## src/pkg/tap_pkg.sv

```systemverilog
// Purpose: shared constants and types for the memory boundary-scan test port
// Assumes: one 100 MHz system clock that oversamples the serial test clock
// Notes:   instruction codes and the identification value are free to change

package tap_pkg;

    // serial pins as sampled from the board
    typedef struct packed {
        logic tck;
        logic tms;
        logic tdi;
    } tap_pins_t;

    // instruction register width and codes
    localparam int        IR_LEN        = 3;
    localparam logic [2:0] OP_EXTEST    = 3'h0;
    localparam logic [2:0] OP_IDCODE    = 3'h1;
    localparam logic [2:0] OP_SAMPLE_Z  = 3'h2;
    localparam logic [2:0] OP_RSVD_A    = 3'h3;
    localparam logic [2:0] OP_SAMPLE_PL = 3'h4;
    localparam logic [2:0] OP_RSVD_B    = 3'h5;
    localparam logic [2:0] OP_RSVD_C    = 3'h6;
    localparam logic [2:0] OP_BYPASS    = 3'h7;

    // value forced into all instruction shift bits on capture
    localparam logic [2:0] IR_CAPTURE   = 3'h1;

    // identification register; the value is arbitrary, lsb kept at one
    localparam int         ID_LEN       = 32;
    localparam logic [31:0] ID_CODE     = 32'h0A5C_3001;

    // boundary chain length and the cell that gates the output bus
    localparam int         BSR_LEN      = 109;
    localparam int         BSR_TRI_BIT  = 108;

    // consecutive high mode-select edges that force reset
    localparam int         RESET_ONES   = 5;

    // sixteen controller states, one-hot
    typedef enum logic [15:0] {
        ST_RESET   = 16'h0001,
        ST_IDLE    = 16'h0002,
        ST_SEL_DR  = 16'h0004,
        ST_CAP_DR  = 16'h0008,
        ST_SH_DR   = 16'h0010,
        ST_EX1_DR  = 16'h0020,
        ST_PAU_DR  = 16'h0040,
        ST_EX2_DR  = 16'h0080,
        ST_UPD_DR  = 16'h0100,
        ST_SEL_IR  = 16'h0200,
        ST_CAP_IR  = 16'h0400,
        ST_SH_IR   = 16'h0800,
        ST_EX1_IR  = 16'h1000,
        ST_PAU_IR  = 16'h2000,
        ST_EX2_IR  = 16'h4000,
        ST_UPD_IR  = 16'h8000
    } tap_state_t;

endpackage : tap_pkg

```

## src/verilog/sram_scan_tap.sv

```systemverilog
// Purpose: boundary-scan test port of a burst memory, oversampled on clk
// Assumes: test clock well below clk/4; pin ring and pins are asynchronous
// Notes:   pull-ups on the serial inputs live in the pad ring

`timescale 1ns/100ps

module sram_scan_tap #(
    parameter int BSR_W = tap_pkg::BSR_LEN
) (
    // system
    input  wire logic                clk,
    input  wire logic                nrst,
    // serial test pins
    input  wire tap_pkg::tap_pins_t  pins,
    output logic                     tdo_q,
    output logic                     tdo_oe_q,
    // pin ring
    input  wire logic [BSR_W-1:0]    ring_in,
    output logic      [BSR_W-1:0]    ring_drive_q,
    output logic                     extest_q,
    output logic                     out_bus_hiz_q
);

    // synchronisers: first stage feeds only the second
    logic [2:0]       pin_s1_q;
    logic [2:0]       pin_s2_q;
    logic             tck_prev_q;
    logic [BSR_W-1:0] ring_s1_q;
    logic [BSR_W-1:0] ring_s2_q;

    always_ff @(posedge clk or negedge nrst)
    begin
        if (!nrst)
        begin
            // idle levels: tck low, tms and tdi high, so no false edge on release
            pin_s1_q   <= 3'h3;
            pin_s2_q   <= 3'h3;
            tck_prev_q <= 1'b0;
        end
        else
        begin
            pin_s1_q   <= pins;
            pin_s2_q   <= pin_s1_q;
            tck_prev_q <= pin_s2_q[2];
        end
    end

    // ring is synchronised every clk, taken into the chain only on capture; a moving pin may capture either value
    always_ff @(posedge clk or negedge nrst)
    begin
        if (!nrst)
        begin
            ring_s1_q <= '0;
            ring_s2_q <= '0;
        end
        else
        begin
            ring_s1_q <= ring_in;
            ring_s2_q <= ring_s1_q;
        end
    end

    // test-clock edges found by the system clock
    logic tck_s;
    logic tms_s;
    logic tdi_s;
    logic tck_rise;
    logic tck_fall;
    assign tck_s    = pin_s2_q[2];
    assign tms_s    = pin_s2_q[1];
    assign tdi_s    = pin_s2_q[0];
    assign tck_rise = tck_s & ~tck_prev_q;
    assign tck_fall = ~tck_s & tck_prev_q;

    // controller state
    tap_pkg::tap_state_t state_q;
    tap_pkg::tap_state_t state_d;

    // next state from sampled mode-select
    always_comb
    begin
        state_d = state_q;
        unique case (state_q)
            tap_pkg::ST_RESET:  state_d = tms_s ? tap_pkg::ST_RESET  : tap_pkg::ST_IDLE;
            tap_pkg::ST_IDLE:   state_d = tms_s ? tap_pkg::ST_SEL_DR : tap_pkg::ST_IDLE;
            tap_pkg::ST_SEL_DR: state_d = tms_s ? tap_pkg::ST_SEL_IR : tap_pkg::ST_CAP_DR;
            tap_pkg::ST_CAP_DR: state_d = tms_s ? tap_pkg::ST_EX1_DR : tap_pkg::ST_SH_DR;
            tap_pkg::ST_SH_DR:  state_d = tms_s ? tap_pkg::ST_EX1_DR : tap_pkg::ST_SH_DR;
            tap_pkg::ST_EX1_DR: state_d = tms_s ? tap_pkg::ST_UPD_DR : tap_pkg::ST_PAU_DR;
            tap_pkg::ST_PAU_DR: state_d = tms_s ? tap_pkg::ST_EX2_DR : tap_pkg::ST_PAU_DR;
            tap_pkg::ST_EX2_DR: state_d = tms_s ? tap_pkg::ST_UPD_DR : tap_pkg::ST_SH_DR;
            tap_pkg::ST_UPD_DR: state_d = tms_s ? tap_pkg::ST_SEL_DR : tap_pkg::ST_IDLE;
            tap_pkg::ST_SEL_IR: state_d = tms_s ? tap_pkg::ST_RESET  : tap_pkg::ST_CAP_IR;
            tap_pkg::ST_CAP_IR: state_d = tms_s ? tap_pkg::ST_EX1_IR : tap_pkg::ST_SH_IR;
            tap_pkg::ST_SH_IR:  state_d = tms_s ? tap_pkg::ST_EX1_IR : tap_pkg::ST_SH_IR;
            tap_pkg::ST_EX1_IR: state_d = tms_s ? tap_pkg::ST_UPD_IR : tap_pkg::ST_PAU_IR;
            tap_pkg::ST_PAU_IR: state_d = tms_s ? tap_pkg::ST_EX2_IR : tap_pkg::ST_PAU_IR;
            tap_pkg::ST_EX2_IR: state_d = tms_s ? tap_pkg::ST_UPD_IR : tap_pkg::ST_SH_IR;
            tap_pkg::ST_UPD_IR: state_d = tms_s ? tap_pkg::ST_SEL_DR : tap_pkg::ST_IDLE;
            default:            state_d = tap_pkg::ST_RESET;
        endcase
    end

    // advance only on rising test-clock edges; high mode-select drifts to reset
    always_ff @(posedge clk or negedge nrst)
    begin
        if (!nrst)
            state_q <= tap_pkg::ST_RESET;
        else if (tck_rise)
            state_q <= state_d;
    end

    // state decodes
    logic in_reset;
    logic cap_ir;
    logic sh_ir;
    logic upd_ir;
    logic cap_dr;
    logic sh_dr;
    logic upd_dr;
    assign in_reset = (state_q == tap_pkg::ST_RESET);
    assign cap_ir   = (state_q == tap_pkg::ST_CAP_IR);
    assign sh_ir    = (state_q == tap_pkg::ST_SH_IR);
    assign upd_ir   = (state_q == tap_pkg::ST_UPD_IR);
    assign cap_dr   = (state_q == tap_pkg::ST_CAP_DR);
    assign sh_dr    = (state_q == tap_pkg::ST_SH_DR);
    assign upd_dr   = (state_q == tap_pkg::ST_UPD_DR);

    // instruction shift stage and active instruction
    logic [tap_pkg::IR_LEN-1:0] ir_sh_q;
    logic [tap_pkg::IR_LEN-1:0] ir_q;

    always_ff @(posedge clk or negedge nrst)
    begin
        if (!nrst)
        begin
            ir_sh_q <= tap_pkg::OP_IDCODE;
            ir_q    <= tap_pkg::OP_IDCODE;
        end
        else if (tck_rise)
        begin
            if (cap_ir)
                ir_sh_q <= tap_pkg::IR_CAPTURE;
            else if (sh_ir)
                ir_sh_q <= {tdi_s, ir_sh_q[2:1]};
            if (in_reset)
                ir_q <= tap_pkg::OP_IDCODE;
            else if (upd_ir)
                ir_q <= ir_sh_q;
        end
    end

    // data register selection; reserved codes fall back to bypass
    logic sel_bsr;
    logic sel_id;
    logic sel_byp;
    assign sel_bsr = (ir_q == tap_pkg::OP_EXTEST) | (ir_q == tap_pkg::OP_SAMPLE_PL)
                   | (ir_q == tap_pkg::OP_SAMPLE_Z);
    assign sel_id  = (ir_q == tap_pkg::OP_IDCODE);
    assign sel_byp = ~sel_bsr & ~sel_id;

    // data registers
    logic                       byp_q;
    logic [tap_pkg::ID_LEN-1:0] id_sh_q;
    logic [BSR_W-1:0]           bsr_sh_q;

    always_ff @(posedge clk or negedge nrst)
    begin
        if (!nrst)
        begin
            byp_q    <= 1'b0;
            id_sh_q  <= '0;
            bsr_sh_q <= '0;
        end
        else if (tck_rise)
        begin
            if (cap_dr && sel_byp)
                byp_q <= 1'b0;
            else if (sh_dr && sel_byp)
                byp_q <= tdi_s;
            if (cap_dr && sel_id)
                id_sh_q <= tap_pkg::ID_CODE;
            else if (sh_dr && sel_id)
                id_sh_q <= {tdi_s, id_sh_q[tap_pkg::ID_LEN-1:1]};
            if (cap_dr && sel_bsr)
                bsr_sh_q <= ring_s2_q;
            else if (sh_dr && sel_bsr)
                bsr_sh_q <= {tdi_s, bsr_sh_q[BSR_W-1:1]};
        end
    end

    // update stage of the chain; tri-state cell presets high on reset
    logic [BSR_W-1:0] bsr_upd_q;
    localparam logic [BSR_W-1:0] BSR_UPD_INIT = BSR_W'(1) << tap_pkg::BSR_TRI_BIT;

    always_ff @(posedge clk or negedge nrst)
    begin
        if (!nrst)
            bsr_upd_q <= BSR_UPD_INIT;
        else if (tck_rise && in_reset)
            bsr_upd_q <= BSR_UPD_INIT;
        else if (tck_rise && upd_dr && sel_bsr && (ir_q != tap_pkg::OP_SAMPLE_Z))
            bsr_upd_q <= bsr_sh_q;
    end

    // serial output source picked by state then instruction
    logic tdo_d;
    logic shifting;
    assign shifting = sh_ir | sh_dr;
    assign tdo_d    = sh_ir   ? ir_sh_q[0]
                    : sel_bsr ? bsr_sh_q[0]
                    : sel_id  ? id_sh_q[0]
                    : byp_q;

    // serial output changes on the falling edge only
    always_ff @(posedge clk or negedge nrst)
    begin
        if (!nrst)
        begin
            tdo_q    <= 1'b0;
            tdo_oe_q <= 1'b0;
        end
        else if (tck_fall)
        begin
            tdo_q    <= shifting ? tdo_d : 1'b0;
            tdo_oe_q <= shifting;
        end
    end

    // pin-ring controls; follow the active instruction and the update stage, never the memory core
    logic hiz_d;
    assign hiz_d = (ir_q == tap_pkg::OP_SAMPLE_Z)
                 | ((ir_q == tap_pkg::OP_EXTEST) & ~bsr_upd_q[tap_pkg::BSR_TRI_BIT]);

    always_ff @(posedge clk or negedge nrst)
    begin
        if (!nrst)
        begin
            ring_drive_q  <= BSR_UPD_INIT;
            extest_q      <= 1'b0;
            out_bus_hiz_q <= 1'b0;
        end
        else
        begin
            ring_drive_q  <= bsr_upd_q;
            extest_q      <= (ir_q == tap_pkg::OP_EXTEST);
            out_bus_hiz_q <= hiz_d;
        end
    end

    // helper: consecutive high mode-select rising edges, saturating
    logic [2:0] ones_q;
    always_ff @(posedge clk or negedge nrst)
    begin
        if (!nrst)
            ones_q <= 3'h0;
        else if (tck_rise)
            ones_q <= !tms_s ? 3'h0 : (ones_q == 3'h5) ? ones_q : ones_q + 3'h1;
    end
endmodule : sram_scan_tap
```

## config.mk

```make
export PLATFORM = sky130hd
export DESIGN_NAME = sram_scan_tap
export DESIGN_NICKNAME = d
export VERILOG_FILES = /design/src/pkg/tap_pkg.sv /design/src/verilog/sram_scan_tap.sv
export SDC_FILE = /design/constraint.sdc
export NUM_CORES = 1
export LEC_CHECK = 0
export BUFFER_PORTS_ARGS = -buffer_cell sky130_fd_sc_hd__buf_2
export CAP_MARGIN = 20
export CORE_UTILIZATION = 47
export CTS_CLUSTER_DIAMETER = 40
export DETAILED_ROUTE_END_ITERATION = 12
export PLACE_DENSITY_LB_ADDON = 0.2
export SLEW_MARGIN = 0
export SYNTH_ARGS = -nofsm -noshare
export SYNTH_HDL_FRONTEND = slang
export SYNTH_SLANG_ARGS = --single-unit
```

## constraint.sdc

```tcl
create_clock -name clk -period 5.4 [get_ports clk]
set_input_delay 0.27 -clock clk [delete_from_list [all_inputs] [get_ports clk]]
set_output_delay 0.27 -clock clk [all_outputs]
set_load 0.05 [all_outputs]
```

==> results of run 1 <==
[through the flow]
step / area [sq um] / hold WS (ns) / std cells / power [mW] / utilization (%)
2_1_floorplan: 20600 / -0.0256 / 1619 / 5.02 / -
3_3_place_gp: 22200 / 0.332 / 2350 / 5.22 / 51.4
3_5_place_dp: 22200 / 0.335 / 2350 / 5.23 / 51.4
4_1_cts: 25900 / 0.271 / 2603 / 10.4 / 60.1
5_1_grt: 26000 / 0.292 / 2609 / 10.7 / 60.1
6_report: 26000 / 0.313 / 2609 / 10.3 / 60.1
[layer usage]
metal / track usage [%] / vias up / routed length (um)
met5: 0 / - / 29
met4: 7.75 / 4 / 1040
met3: 4.24 / 79 / 1920
met2: 29.9 / 288 / 19400
met1: 28.1 / 6200 / 19700
li1: - / 6101 / -
[sequential cells by signal, summed over array words and instances, names as in the netlist]
name	flops
bsr_sh_q	109
bsr_upd_q	109
byp_q	1
extest_q	1
id_sh_q	32
ir_q	3
ir_sh_q	3
out_bus_hiz_q	1
pin_s1_q	3
pin_s2_q	3
ring_drive_q	109
ring_s1_q	109
ring_s2_q	109
state_q	16
tck_prev_q	1
tdo_oe_q	1
tdo_q	1
[logic make-up after synthesis]
family | after synthesis | share of synthesized area, %
adder cells (fa/ha/maj) | 1 | 0.0485
XOR/XNOR | 7 | 0.297
flip-flops | 611 | 74.1
AND/OR/NAND/NOR | 486 | 9.95
AO/OA/AOI/OAI | 293 | 7.52
multiplexers | 109 | 5.29
buffers and inverters | 112 | 2.76
[synthesized netlist by cell type (all sizes together), types with 4 or more instances]
cell	count
a21oi	122
buf	36
clkbuf	61
dfrtp	602
dfstp	9
inv	15
mux2i	109
nand2	397
nand2b	6
nand3	5
nand4	8
nor2	16
nor3	14
nor4	13
o21ai	141
o22ai	4
o31ai	13
or4	7
xnor2	5
[how the worst max path moves through the flow]
stage                                to  cells after the start
after floorplan           bsr_sh_q[100]                     10
after global placement     bsr_sh_q[59]                      6
after detailed placement   bsr_sh_q[58]                      6
after CTS                  bsr_sh_q[58]                      6
after global routing      bsr_upd_q[62]                      6
final                     bsr_upd_q[53]                      6
[area by class of cell]
cell class	count	area, sq um	share of cell area (%)
clock buffers	102	2150	8.30
flip-flops and latches	611	15300	58.9
multi-input cells	896	4790	18.4
repair buffers	357	2470	9.51
diodes	5	12.5	0.0482
clock inverters	38	454	1.75
inverters	15	56.3	0.217
well taps	585	732	2.82
[power by group]
group	total [mW]	internal, mW	switching, mW	leakage (nW)
registers	4.76	4.70	0.0598	7.98
clock network	5.09	3.14	1.96	1.25
logic	0.454	0.159	0.295	2.68
==> results by group, run 1 <==
Final layout
  • Share of layout cells above drive strength 1: 19.4%
  • Most common cell after layout, fill and taps aside: dfrtp_1
  • Filler cells: 3455
  • Most frequent cells in the layout: dfrtp_1 (602), nand2_1 (397), buf_2 (225)
  • Final #Nets: 2072
  • Synth-to-Final Area Change: 25.8%

Run status
  • Status: complete, no violations

Routing
  • Vias post-DR: 12700
  • DRC: 0
  • Iter 0 DRT Violations: 884
  • Post-route antenna net violation count: 0
  • Vias/cell: 4.86
  • Pre-antenna DRT Iters: 5
  • Detailed Route WL: 42100 um
  • Per-cell routed wire length: 16.1 um

Yosys
  • Synth Flop Type: dfrtp_1
  • Post-synthesis async set-or-reset flop share: 100%
  • Yosys cell types: 51
  • Synth top area cells: dfrtp_1 (73%), nand2_1 (7.2%), mux2i_1 (5.3%), a21oi_1 (3.0%), o21ai_0 (2.9%)
  • Yosys Warn Count: 0
  • Post-synth EDFFs: 0
  • Synth Net Count: 1733
  • Synthesized area: 0.0206 sq mm
  • Mean area per synthesized cell: 12.7 sq um
  • Synth area leader: dfrtp_1
  • Seq cells post-synth: 611
  • Synth top area share: 73.0%
  • Seq/Total Area, Yosys: 74.1%
  • Post-synthesis cell count: 1619

Timing
  • Hold Fails Final Rpt: 0
  • Fmax: 313 MHz
  • Max-slew violation count: 0
  • Worst setup margin: 2.20 ns
  • Period utilisation layout: 59.2%
  • Worst Max-Slew Pin Slew: 1.02 ns
  • Max-Slew Margin vs Limit: 32.2%
  • RSZ-0062 raised after global routing: false
  • Final setup viols: 0
  • Worst Skew: 0.0175 ns
  • Period minus WS final: 3.20 ns
  • TNS Setup: 0 ns

Setup path
  • R2r setup slk: 2.20 ns
  • Slowest stage cell, crit path: nor4_1
  • CP top delay family: simple AND/OR/NAND/NOR gates
  • Setup crit start: state_q[1]
  • Largest stage delay, worst path: 0.83 ns
  • Crit path cell chain: nor4_1 -> nand3_1 -> or4_4 -> buf_4 -> nand2_1 -> a21oi_1
  • Critical Path Fanout Max: 78
  • Reg2Reg Depth: 6
  • CP bufs+invs: 1
  • Crit path kind: register to register
  • CP startpoint kind: register
  • Arrival time worst endpoint: 3.62 ns
  • WP data required: 5.82 ns
  • Worst R2R End: bsr_upd_q[53]
  • CP endpoint kind: register
  • Reg-to-reg critical path startpoint: state_q[1]

Die
  • Vert. Die Dim: 212 um
  • Die area: 0.0448 sq mm
  • Initial Utilization: 47.8%
  • Die width: 212 um
  • I/O pin count: 227
  • Core Area: 0.0432 sq mm
  • # rows: 76

Clocking
  • Root Buffer: clkbuf_16
  • H-tree Lvls: 3
  • Clk slew on worst S/H paths: 0.05 ns
  • Worst-Skew Late Latency: 0.59 ns
  • CTS tree: done
  • CTS sink cnt: 611
  • Post-cts hold buffer count: 113
  • Post-CTS Setup Inserts: 0
  • CTS buffer count: 77
  • Clock Path Buffers: 3
  • CTS-repair resized insts: 0

Min path
  • Sink of the worst hold path: ring_s1_q[28]
  • HP Class: input pin to register
  • HP Start: ring_in[28]
  • Min-Delay Path Depth: 2

Global routing
  • First-pass GRT wire length: 69400 um
  • Initial antenna violation count: 7
  • GRT overflow: 0
  • Total Routing Usage GR: 19.8%
  • Vias in the first global route: 12900
  • Largest net degree at the start of global routing: 169

Placed design
  • Worst slack, placed: 1.89 ns
  • PortBufs: 226
  • Final GP Congestion: 0.825
  • DP Wirelength: 24600 um

Pwr
  • Max VDD drop: 0.258 mV
  • Pleak: 11.9 nW
  • Pwr dens: 397 mW/mm^2

Run
  • Max-Cap Viols: 0
(Power assumes the default switching activity.)
==> run 2, diff against run 1 <==
- clock period: 5.4 -> 3 ns (I/O delays scaled with it)
==> results by group, run 2 (synthesis gave the netlist of run 1 again) <==
Setup path
  • Crit path cell chain: or4_1 -> nor4_4 -> and2_4 -> buf_12 -> mux2i_1 -> o21ai_0
  • Largest stage delay, worst path: 0.77 ns (-0.06 ns)
  • Reg2Reg Depth: 6 (unchanged)
  • Critical Path Fanout Max: 40 (-49%)
  • Reg-to-reg critical path startpoint: state_q[4]
  • CP bufs+invs: 1 (unchanged)
  • Arrival time worst endpoint: 3.17 ns (-0.45 ns)
  • WP data required: 3.44 ns (-2.38 ns)
  • CP startpoint kind: register
  • Worst R2R End: bsr_sh_q[34]
  • Crit path kind: register to register
  • CP top delay family: simple AND/OR/NAND/NOR gates
  • Slowest stage cell, crit path: or4_1
  • CP endpoint kind: register
  • R2r setup slk: 0.27 ns (-1.93 ns)

Final layout
  • Synth-to-Final Area Change: 26.8%
  • Share of layout cells above drive strength 1: 20.5% (+1.1 points)
  • Most common cell after layout, fill and taps aside: dfrtp_1
  • Final #Nets: 2091 (+0.92%)
  • Final Util: 60.6% (+0.49 points)
  • Most frequent cells in the layout: dfrtp_1 (602), nand2_1 (397), buf_2 (225)
  • Multi-input logic area: 0.00479 sq mm (unchanged)
  • Final non-filler cell total: 2620 (+0.42%)
  • Register area: 0.0153 sq mm (unchanged)
  • Filler cells: 3457 (+0.058%)

Routing
  • Per-cell routed wire length: 16.1 um (-0.26%)
  • Vias post-DR: 12800 (+0.71%)
  • Vias/cell: 4.87 (+0.29%)
  • Detailed Route WL: 42200 um (+0.16%)
  • Iter 0 DRT Violations: 651 (-26%)
  • Post-route antenna net violation count: 0 (unchanged)
  • DRC: 0 (unchanged)
  • Pre-antenna DRT Iters: 6 (+1)

Placed design
  • DP Wirelength: 25300 um (+3.1%)
  • Placed cell count: 2370 (+0.85%)
  • Worst slack, placed: 0.289 ns (-1.60 ns)
  • PortBufs: 226 (unchanged)
  • Final GP Congestion: 0.804 (-2.6%)

Global routing
  • Initial antenna violation count: 2 (-5)
  • Largest net degree at the start of global routing: 125 (-26%)
  • GRT overflow: 0 (unchanged)
  • First-pass GRT wire length: 69600 um (+0.20%)
  • Total Routing Usage GR: 19.8% (+0.025 points)
  • Vias in the first global route: 13100 (+1.7%)

Clocking
  • Clk slew on worst S/H paths: 0.06 ns (about the same)
  • CTS buffer count: 77 (unchanged)
  • Clock Path Buffers: 3 (unchanged)
  • Worst-Skew Late Latency: 0.59 ns (about the same)
  • CTS sink cnt: 611 (unchanged)
  • Root Buffer: clkbuf_16
  • CTS tree: done
  • CTS-repair resized insts: 0 (unchanged)
  • H-tree Lvls: 3 (unchanged)

Die
  • # rows: 76 (unchanged)
  • Vert. Die Dim: 212 um (unchanged)
  • Core Area: 0.0432 sq mm (unchanged)
  • Die area: 0.0448 sq mm (unchanged)
  • Die width: 212 um (unchanged)
  • Initial Utilization: 47.8% (unchanged)
  • I/O pin count: 227 (unchanged)

Timing
  • Final setup viols: 0 (unchanged)
  • Max-Slew Margin vs Limit: 47.4% (+15 points)
  • Max-slew violation count: 0 (unchanged)
  • Worst Skew: 0.0160 ns (-0.00153 ns)
  • RSZ-0062 raised after global routing: false
  • TNS Setup: 0 ns (unchanged)
  • Worst setup margin: 0.270 ns (-1.93 ns)
  • Fmax: 366 MHz (+17%)
  • Period utilisation layout: 91.0% (+32 points)
  • Hold Fails Final Rpt: 0 (unchanged)
  • Worst Max-Slew Pin Slew: 0.788 ns (-0.228 ns)
  • Period minus WS final: 2.73 ns (-0.469 ns)

Run status
  • Status: complete, no violations

Min path
  • Sink of the worst hold path: ring_s1_q[24]
  • HP Class: input pin to register
  • HP Start: ring_in[24]
  • Min-Delay Path Depth: 2 (unchanged)

Pwr
  • Pleak: 12.0 nW (+0.96%)
  • Pwr dens: 702 mW/mm^2 (+77%)
  • Max VDD drop: 0.525 mV (+100%)

Run
  • Max-Cap Viols: 0 (unchanged)
## run 2: cell count changes in the layout (fill, tap and decap cells not counted)
| cell | previous run | this run |
|---|---|---|
| clkinv_8 | 3 | 1 |
| inv_8 | 2 | 3 |
| clkbuf_16 | 80 | 81 |
| clkbuf_1 | 15 | 5 |
| clkinv_4 | 3 | 10 |
| clkinv_2 | 6 | 9 |
| clkinvlp_4 | 9 | 12 |
| diode_2 | 5 | 1 |
| bufinv_16 | 6 | 4 |
| buf_4 | 13 | 21 |
| clkbuf_8 | 7 | 3 |
| inv_6 | 9 | 8 |
| buf_12 | 5 | 16 |
## run 2: final cells by class
type                       instances  area share, %
clock inverter                    47           1.77
clock buffer                      89           7.97
timing repair buffer             376           10.5
sequential                       611           58.5
inverter                          15          0.215
multi-input combinational        896           18.3
antenna                            1        0.00956
tap                              585           2.80
## run 2: timing repair
item,4_1_cts,5_1_grt
setup endpoints to repair,0,0
endpoints found under the hold margin,194,0
hold buffers,113,0
buffers inserted,0,0
## run 2: routing by layer
metal | up-vias | share of wire (%) | wire length [um] | track usage, %
li1 | 6120 | - | - | -
met1 | 6315 | 45 | 19000 | 27.0
met2 | 254 | 48 | 20300 | 31.4
met3 | 71 | 4.4 | 1860 | 4.09
met4 | 2 | 2.3 | 971 | 7.40
met5 | - | 0.031 | 13 | 0
## run 2: worst max-delay path by stage
stage | from | to | slack [ns] | cells past startpoint
after global routing | state_q[4] | bsr_sh_q[34] | 0.06 | 6
after global placement | state_q[1] | bsr_upd_q[96] | 0.36 | 6
final | state_q[4] | bsr_sh_q[34] | 0.27 | 6
after detailed placement | state_q[4] | bsr_sh_q[104] | 0.29 | 6
after floorplan | state_q[4] | bsr_sh_q[100] | 0.60 | 10
after CTS | state_q[4] | bsr_sh_q[75] | 0.28 | 6
## run 2: where the power goes
| group | switching (mW) | internal, mW |
|---|---|---|
| sequential | 0.110 | 8.47 |
| clock | 3.53 | 5.42 |
| combinational | 0.532 | 0.322 |
| total | 4.17 | 14.2 |
## run 2: through the flow
| step | power, mW | instance area (sq um) | hold WS [ns] |
|---|---|---|---|
| after floorplan | 9.04 | 20600 | -0.146 |
| after global placement | 9.44 | 22500 | 0.247 |
| after detailed placement | 9.47 | 22500 | 0.254 |
| after CTS | 18.6 | 26200 | 0.154 |
| final | 18.4 | 26200 | 0.199 |
| after global routing | 19.1 | 26200 | 0.183 |
